## src/core/isr_consts.svh

```systemverilog
`ifndef ISR_CONSTS_SVH
`define ISR_CONSTS_SVH

// register offsets (7-bit serial address)
`define ISR_ADDR_IDENTITY     7'h00
`define ISR_ADDR_UPPER_RANGE  7'h01
`define ISR_ADDR_LOWER_RANGE  7'h02
`define ISR_ADDR_TIMEOUT      7'h03
`define ISR_ADDR_CONV_SETUP   7'h04
`define ISR_ADDR_CLK_SETUP    7'h05
`define ISR_ADDR_UTH_LO       7'h06
`define ISR_ADDR_UTH_HI       7'h07
`define ISR_ADDR_LTH_LO       7'h08
`define ISR_ADDR_LTH_HI       7'h09
`define ISR_ADDR_IRQ_SETUP    7'h0a
`define ISR_ADDR_POWER_SETUP  7'h0b
`define ISR_ADDR_FLAGS        7'h20
`define ISR_ADDR_LOSS_LO      7'h21
`define ISR_ADDR_LOSS_HI      7'h22
`define ISR_ADDR_PCNT_LO      7'h23
`define ISR_ADDR_PCNT_MID     7'h24
`define ISR_ADDR_PCNT_HI      7'h25

// reset values
`define ISR_RST_UPPER_RANGE   8'h0e
`define ISR_RST_LOWER_RANGE   8'h14
`define ISR_RST_TIMEOUT       8'h45
`define ISR_RST_CONV_SETUP    8'h1b
`define ISR_RST_CLK_SETUP     8'h01
`define ISR_RST_UTH           8'hff
`define ISR_RST_LTH           8'h00
`define ISR_RST_IRQ_SETUP     8'h00
`define ISR_RST_POWER_SETUP   8'h00

// field positions
`define ISR_RUN_BIT           0
`define ISR_RANGE_CODE_MSB    4
`define ISR_FLAG_LOST_BIT     7
`define ISR_FLAG_READY_BIT    6
`define ISR_FLAG_WAKE_BIT     5
`define ISR_FLAG_COMP_BIT     4

// serial framing
`define ISR_BYTE_BITS         3'd7

`endif

```

## src/core/isr_pkg.sv

```systemverilog
package isr_pkg;
  // serial frame phase
  typedef enum logic [1:0] {
    ISR_IDLE,
    ISR_CMD,
    ISR_DATA
  } isr_phase_t;
endpackage

```

## src/core/isr_regbank.sv

```systemverilog
`timescale 1ns/1ns
`include "isr_consts.svh"

// What this block does
// while run bit set, registers 0x01..0x05 ignore writes
// host writes reserved fields only with their default values
// upper range register selects max resistance, codes 0x00-0x1f, reset 0x0e
// host must write lower range register before conversions; reset 0x14
// lower range register sets min resistance; both bound the dynamic range
// loss reading: bits 7:0 at lower address, 15:8 at next
// address zero returns a fixed read-only identity byte
// period count held as three read-only bytes, low byte first
// conversions run only while run bit is one; else standby
// address auto-increments for every further byte in a frame
// status bits 7:4 are lost, ready, wake, comparator; low nibble zero
module isr_regbank
  import isr_pkg::*;
#(
  parameter logic [7:0] IDENTITY_CODE = 8'h5a  // arbitrary value
) (
  input  wire logic        core_clk,
  input  wire logic        resetn,
  input  wire logic        serial_sel_n,
  input  wire logic        serial_clk,
  input  wire logic        serial_din,
  output logic             serial_dout,
  output logic             serial_dout_en,
  input  wire logic [15:0] loss_reading,
  input  wire logic [23:0] period_count,
  input  wire logic        oscillation_lost_flag,
  input  wire logic        conversion_ready_flag,
  input  wire logic        wake_event,
  input  wire logic        comparator_state,
  output logic             conversion_run_select,
  output logic [4:0]       upper_loss_range,
  output logic [7:0]       lower_loss_range,
  output logic [7:0]       oscillation_timeout_setting,
  output logic [7:0]       converter_setup,
  output logic [7:0]       count_clock_setup,
  output logic [15:0]      upper_threshold,
  output logic [15:0]      lower_threshold,
  output logic [2:0]       irq_pin_function
);

  typedef struct packed {
    logic [1:0]  sel_sync;
    logic [1:0]  clk_sync;
    logic [1:0]  din_sync;
    logic        clk_prev;
    isr_phase_t  phase;
    logic [2:0]  bit_cnt;
    logic        rd;
    logic [6:0]  addr;
    logic [7:0]  shift_in;
    logic [7:0]  shift_out;
    logic        dout;
    logic        dout_en;
    logic [7:0]  upper_range;
    logic [7:0]  lower_range;
    logic [7:0]  timeout;
    logic [7:0]  conv_setup;
    logic [7:0]  clk_setup;
    logic [7:0]  uth_lo;
    logic [7:0]  uth_hi;
    logic [7:0]  lth_lo;
    logic [7:0]  lth_hi;
    logic [7:0]  irq_setup;
    logic [7:0]  power_setup;
  } isr_state_t;

  isr_state_t st;
  isr_state_t next_st;
  logic [1:0] rst_sync;
  logic       rst_n;

  // kept apart from the state struct: it runs on the raw reset, the struct on its copy
  assign rst_n = rst_sync[1];

  // read mux over the whole map; unmapped addresses read zero
  function automatic logic [7:0] isr_read(input isr_state_t s, input logic [6:0] a);
    logic [7:0] v;
    v = 8'h00;
    case (a)
      `ISR_ADDR_IDENTITY:    v = IDENTITY_CODE;
      `ISR_ADDR_UPPER_RANGE: v = s.upper_range;
      `ISR_ADDR_LOWER_RANGE: v = s.lower_range;
      `ISR_ADDR_TIMEOUT:     v = s.timeout;
      `ISR_ADDR_CONV_SETUP:  v = s.conv_setup;
      `ISR_ADDR_CLK_SETUP:   v = s.clk_setup;
      `ISR_ADDR_UTH_LO:      v = s.uth_lo;
      `ISR_ADDR_UTH_HI:      v = s.uth_hi;
      `ISR_ADDR_LTH_LO:      v = s.lth_lo;
      `ISR_ADDR_LTH_HI:      v = s.lth_hi;
      `ISR_ADDR_IRQ_SETUP:   v = s.irq_setup;
      `ISR_ADDR_POWER_SETUP: v = s.power_setup;
      `ISR_ADDR_FLAGS:       v = {oscillation_lost_flag, conversion_ready_flag,
                                  wake_event, comparator_state, 4'h0};
      `ISR_ADDR_LOSS_LO:     v = loss_reading[7:0];
      `ISR_ADDR_LOSS_HI:     v = loss_reading[15:8];
      `ISR_ADDR_PCNT_LO:     v = period_count[7:0];
      `ISR_ADDR_PCNT_MID:    v = period_count[15:8];
      `ISR_ADDR_PCNT_HI:     v = period_count[23:16];
      default:               v = 8'h00;
    endcase
    return v;
  endfunction

  // reset release through two flops
  always_ff @(posedge core_clk or negedge resetn) begin
    if (!resetn) begin
      rst_sync <= 2'b00;
    end else begin
      rst_sync <= {rst_sync[0], 1'b1};
    end
  end

  // serial decode and register writes
  always_comb begin
    logic       rise;
    logic       fall;
    logic       awake;
    logic [7:0] byte_in;
    rise    = 1'b0;
    fall    = 1'b0;
    awake   = 1'b0;
    byte_in = 8'h00;
    next_st = st;
    next_st.sel_sync = {st.sel_sync[0], serial_sel_n};
    next_st.clk_sync = {st.clk_sync[0], serial_clk};
    next_st.din_sync = {st.din_sync[0], serial_din};
    next_st.clk_prev = st.clk_sync[1];
    rise  = st.clk_sync[1] & ~st.clk_prev;
    fall  = ~st.clk_sync[1] & st.clk_prev;
    awake = st.power_setup[`ISR_RUN_BIT];
    byte_in = {st.shift_in[6:0], st.din_sync[1]};
    if (st.sel_sync[1]) begin
      // frame ended; a partial byte is dropped so no write occurs
      next_st.phase   = ISR_IDLE;
      next_st.dout_en = 1'b0;
    end else begin
      if (st.phase == ISR_IDLE) begin
        next_st.phase   = ISR_CMD;
        next_st.bit_cnt = 3'd0;
        next_st.dout_en = 1'b1;
        next_st.dout    = 1'b0;
      end
      if (st.phase != ISR_IDLE && rise) begin
        next_st.shift_in = byte_in;
        next_st.bit_cnt  = st.bit_cnt + 3'd1;
        if (st.bit_cnt == `ISR_BYTE_BITS) begin
          if (st.phase == ISR_CMD) begin
            next_st.rd        = byte_in[7];
            next_st.addr      = byte_in[6:0];
            next_st.shift_out = isr_read(st, byte_in[6:0]);
            next_st.phase     = ISR_DATA;
          end else begin
            if (!st.rd) begin
              // locked config range while converting
              case (st.addr)
                `ISR_ADDR_UPPER_RANGE: if (!awake) next_st.upper_range = byte_in;
                `ISR_ADDR_LOWER_RANGE: if (!awake) next_st.lower_range = byte_in;
                `ISR_ADDR_TIMEOUT:     if (!awake) next_st.timeout = byte_in;
                `ISR_ADDR_CONV_SETUP:  if (!awake) next_st.conv_setup = byte_in;
                `ISR_ADDR_CLK_SETUP:   if (!awake) next_st.clk_setup = byte_in;
                `ISR_ADDR_UTH_LO:      next_st.uth_lo = byte_in;
                `ISR_ADDR_UTH_HI:      next_st.uth_hi = byte_in;
                `ISR_ADDR_LTH_LO:      next_st.lth_lo = byte_in;
                `ISR_ADDR_LTH_HI:      next_st.lth_hi = byte_in;
                `ISR_ADDR_IRQ_SETUP:   next_st.irq_setup = byte_in;
                `ISR_ADDR_POWER_SETUP: next_st.power_setup = byte_in;
                default:               next_st.addr = st.addr;  // read-only or unmapped
              endcase
            end
            next_st.addr      = st.addr + 7'd1;
            next_st.shift_out = isr_read(st, st.addr + 7'd1);
          end
        end
      end
      // output bit shifts out on falling edge, msb first
      if (st.phase == ISR_DATA && fall) begin
        next_st.dout      = st.rd & st.shift_out[7];
        next_st.shift_out = {st.shift_out[6:0], 1'b0};
      end
    end
  end

  always_ff @(posedge core_clk or negedge rst_n) begin
    if (!rst_n) begin
      st.sel_sync    <= 2'b11;
      st.clk_sync    <= 2'b00;
      st.din_sync    <= 2'b00;
      st.clk_prev    <= 1'b0;
      st.phase       <= ISR_IDLE;
      st.bit_cnt     <= 3'd0;
      st.rd          <= 1'b0;
      st.addr        <= 7'h00;
      st.shift_in    <= 8'h00;
      st.shift_out   <= 8'h00;
      st.dout        <= 1'b0;
      st.dout_en     <= 1'b0;
      st.upper_range <= `ISR_RST_UPPER_RANGE;
      st.lower_range <= `ISR_RST_LOWER_RANGE;
      st.timeout     <= `ISR_RST_TIMEOUT;
      st.conv_setup  <= `ISR_RST_CONV_SETUP;
      st.clk_setup   <= `ISR_RST_CLK_SETUP;
      st.uth_lo      <= `ISR_RST_UTH;
      st.uth_hi      <= `ISR_RST_UTH;
      st.lth_lo      <= `ISR_RST_LTH;
      st.lth_hi      <= `ISR_RST_LTH;
      st.irq_setup   <= `ISR_RST_IRQ_SETUP;
      st.power_setup <= `ISR_RST_POWER_SETUP;  // standby after reset
    end else begin
      st.sel_sync    <= next_st.sel_sync;
      st.clk_sync    <= next_st.clk_sync;
      st.din_sync    <= next_st.din_sync;
      st.clk_prev    <= next_st.clk_prev;
      st.phase       <= next_st.phase;
      st.bit_cnt     <= next_st.bit_cnt;
      st.rd          <= next_st.rd;
      st.addr        <= next_st.addr;
      st.shift_in    <= next_st.shift_in;
      st.shift_out   <= next_st.shift_out;
      st.dout        <= next_st.dout;
      st.dout_en     <= next_st.dout_en;
      st.upper_range <= next_st.upper_range;
      st.lower_range <= next_st.lower_range;
      st.timeout     <= next_st.timeout;
      st.conv_setup  <= next_st.conv_setup;
      st.clk_setup   <= next_st.clk_setup;
      st.uth_lo      <= next_st.uth_lo;
      st.uth_hi      <= next_st.uth_hi;
      st.lth_lo      <= next_st.lth_lo;
      st.lth_hi      <= next_st.lth_hi;
      st.irq_setup   <= next_st.irq_setup;
      st.power_setup <= next_st.power_setup;
    end
  end

  // outputs straight from state flops
  assign serial_dout                 = st.dout;
  assign serial_dout_en              = st.dout_en;
  assign conversion_run_select       = st.power_setup[`ISR_RUN_BIT];
  assign upper_loss_range            = st.upper_range[`ISR_RANGE_CODE_MSB:0];
  assign lower_loss_range            = st.lower_range;
  assign oscillation_timeout_setting = st.timeout;
  assign converter_setup             = st.conv_setup;
  assign count_clock_setup           = st.clk_setup;
  assign upper_threshold             = {st.uth_hi, st.uth_lo};
  assign lower_threshold             = {st.lth_hi, st.lth_lo};
  assign irq_pin_function            = st.irq_setup[2:0];

endmodule

```

## config.mk

```make
export PLATFORM = sky130hd
export DESIGN_NAME = isr_regbank
export DESIGN_NICKNAME = d
export VERILOG_FILES = /design/src/core/isr_pkg.sv /design/src/core/isr_regbank.sv
export VERILOG_INCLUDE_DIRS = /design/src /design/src/core
export SDC_FILE = /design/constraint.sdc
export NUM_CORES = 1
export LEC_CHECK = 0
export ABC_AREA = 1
export BUFFER_PORTS_ARGS = -buffer_cell sky130_fd_sc_hd__buf_2
export CAP_MARGIN = 20
export CORE_ASPECT_RATIO = 0.8
export CORE_MARGIN = 10
export CORE_UTILIZATION = 58
export DETAILED_ROUTE_END_ITERATION = 7
export PLACE_DENSITY = 0.93
export RECOVER_POWER = 25
export SLEW_MARGIN = 20
export SYNTH_ARGS = -nofsm -noshare
export SYNTH_HDL_FRONTEND = slang
export SYNTH_SLANG_ARGS = --single-unit
```

## constraint.sdc

```tcl
create_clock -name core_clk -period 5.45 [get_ports core_clk]
set_input_delay 1.09 -clock core_clk [delete_from_list [all_inputs] [get_ports core_clk]]
set_output_delay 1.09 -clock core_clk [all_outputs]
set_load 0.03 [all_outputs]
```

==> impl_results.md <==
- Outcome: finished with violations
- Violated checks: max-capacitance violations, max-slew violations
- Total Wirelength: 35.6 mm
- PD cells: ~280 nW/µm²
- Post-CTS Setup Inserts: 0
- Final Max Slew Viols: ~130
- Total track usage: 0.359
- Seq/Total Area, Yosys: 0.395
- Die height: 126 µm
- Worst-Skew Late Latency: about 0.44 ns
- Drt first pass iters: 7
- Hold Crit Class: reg2reg
- Met2 GRT Util: 0.525
- Post-DRT Antenna Nets: 0
- Clock Pin Slew Worst Setup and Hold Paths: 0.06 ns
- First-pass GRT wire length: between 50 and 60 mm
- Clk_skew: 0.0103 ns
- RD Place Congestion: 1.12
- Grt met1 use: 0.463
- CP Max Fanout: 17
- Core area: 13600 µm²
- Number of antenna diodes: 0
- Final-stage net count: between 1k and 1.5k
- Syn avg cell area: between 6 and 7 µm²
- Synth unique cells: 38
- FF-to-FF path depth: 9
- FP Rows: 38
- RSZ-0062 raised after global routing: no
- Hold path cells: 0
- GR Util met3: 0.143
- Number of global-route vias before repair: 8513
- Initial antenna violation count: 1
- Non-Filler Instances: roughly 1.4k
- Post-route minimum period: 4.16 ns
- Starting density of the core: 0.597
- Final Hold Fails: 0
- Synthesized area: 8140 µm²
- Chip Width: 152 µm
- Placed Cells incl. Taps: 1363
- Iter 0 DRT Violations: 1466
- Commonest non-fill, non-tap cell in the layout: nand2_1
- Most frequent cells in the layout: nand2_1 (361), buf_2 (122), nand3_1 (121)
- DRC Markers: 0
- Worst Tran Pin Value: 2.41 ns
- # IOs: roughly 120
- Die area: 19200 µm²
- Slew HR: -0.605
- Most common flop cell mapped by yosys: dfrtp_1
- Async SR Flop Fraction: 1.00
- Peak Freq: roughly 0.24 GHz
- H-tree levels: 4
- Synth top area share: 0.295
- GR Overflow Total: 0
- Setup crit end kind: flop
- Synth area leaders: dfrtp_1 (29%), nand2_1 (17%), dfstp_2 (10%), nand3_1 (7.4%), o21ai_0 (7.3%)
- Fin Setup TNS: 0 ns
- WL per Instance: 25.5 µm
- TritonCTS Sinks: 127
- EDFF count, synth: 0
- Max rail drop VDD: 0.272 mV
- DPL Wire Length: 25.9 mm
- Yosys top cell by area: dfrtp_1
- Post_cts resized: 0
- Post-DR vias/cell: about 6.4
- Post-route clock period utilization: 0.764
- Static Leak: roughly 4.4 nW
- IO Port Bufs: approximately 120
- CP Data Arrival Time: 4.47 ns
- Grt peak-use layer: met2
- Clock Path Buffers: 2
- Via count: roughly 8.9k
- Largest net degree at the start of global routing: 67
- Max cap viols: 2
- WP data required: 5.76 ns
- Final setup violation count: 0
- CTS Hold Bufs: 0
- CTS tree: built
- Area grow syn2layout: 9.83%
- Syn. warnings: 0
- CTS Buf Count: 17
- Synth Register Bits: 127
- Net Count, Synth: 1225
- Post-Syn Instances: 1166
- Share of layout cells above drive strength 1: 0.175
- Filler cells: 1210
- CP Class: reg2reg
- Critical Path Source Type: flop
- Clk root buf: clkbuf_16
==> synth_stat cells, types with 5 or more instances <==
library cell and instances:
a21oi_1 22, buf_2 10, buf_4 78, clkbuf_1 20
dfrtp_1 96, dfstp_2 31, ha_1 10, inv_1 88
inv_2 6, nand2_1 361, nand3_1 121, nand4_1 21
nor2_1 117, nor2_4 6, nor3_1 10, o21ai_0 118
o22ai_1 5
==> report_power, final <==
part | leakage (nW) | switching, mW | internal, mW
Sequential | 1.62 | 0.0227 | 0.958
Clock | 0.321 | 0.481 | 0.824
Combinational | 2.51 | 0.215 | 0.0465
Total | 4.45 | 0.719 | 1.83
==> cells by family after synthesis <==
kind of cell,Yosys count,synth area share
flip-flops,127,0.395
AO/OA/AOI/OAI,163,0.108
adder cells (fa/ha/maj),10,0.0154
buffers and inverters,205,0.133
AND/OR/NAND/NOR,660,0.348
other,1,0.000460
==> final cells by class <==
class / count / area, µm² / share of cell area
flip-flops and latches: 127 / 3220 / 0.360
repair buffers: 127 / 642 / 0.0718
clock inverters: 13 / 225 / 0.0252
multi-input cells: 834 / 3840 / 0.430
well taps: 180 / 225 / 0.0252
inverters: 96 / 360 / 0.0403
clock buffers: 19 / 433 / 0.0484
==> per-layer routing <==
layer | vias to the layer above | wire length [µm]
li1 | 3791 | -
met1 | 4126 | 13300
met2 | 868 | 14700
met3 | 155 | 5870
met4 | 0 | 1750
met5 | - | 0
==> worst max-delay path: stages, from the launching register on <==
cell,delay [ns]
dfrtp_1,0.37
inv_1,0.07
ha_1,0.25
nor2_1,0.34
inv_1,0.30
nor2_1,0.92
inv_2,0.22
nor2_4,0.23
nand4_1,0.74
o21ai_0,0.56
==> flip-flops by register name (all words and copies together) (netlist names) <==
| register | flops |
|---|---|
| lower_loss_range | 8 |
| converter_setup | 8 |
| st | 46 |
| irq_pin_function | 3 |
| serial_dout | 1 |
| conversion_run_select | 1 |
| rst_sync | 2 |
| lower_threshold | 16 |
| serial_dout_en | 1 |
| upper_loss_range | 5 |
| upper_threshold | 16 |
| oscillation_timeout_setting | 8 |
| count_clock_setup | 8 |
| next_st | 4 |
==> per-stage QoR <==
step | utilization | total power, mW | setup slack (ns) | hold WS (ns) | cell area, µm²
2_1_floorplan | - | 1.12 | 1.70 | 0.331 | 8140
3_3_place_gp | 0.608 | 1.24 | 2.36 | 0.332 | 8290
3_5_place_dp | 0.608 | 1.24 | 2.32 | 0.336 | 8290
4_1_cts | 0.656 | 2.52 | 2.28 | 0.353 | 8950
5_1_grt | 0.656 | 2.59 | 1.17 | 0.367 | 8940
6_report | 0.656 | 2.55 | 1.29 | 0.351 | 8940
==> path summary, 6_finish.rpt <==
kind                              startpoint     endpoint  slack [ns]
worst max register to register       st[117]        st[4]        1.29
worst max-delay path                 st[117]        st[4]        1.29
worst min register to register  next_st[125]      st[125]        0.35
max in group asynchronous        rst_sync[1]        st[5]        1.78
worst min-delay path            next_st[125]      st[125]        0.35
min in group asynchronous             resetn  rst_sync[0]        0.42
Note: power is estimated with default switching activity, not from simulation.
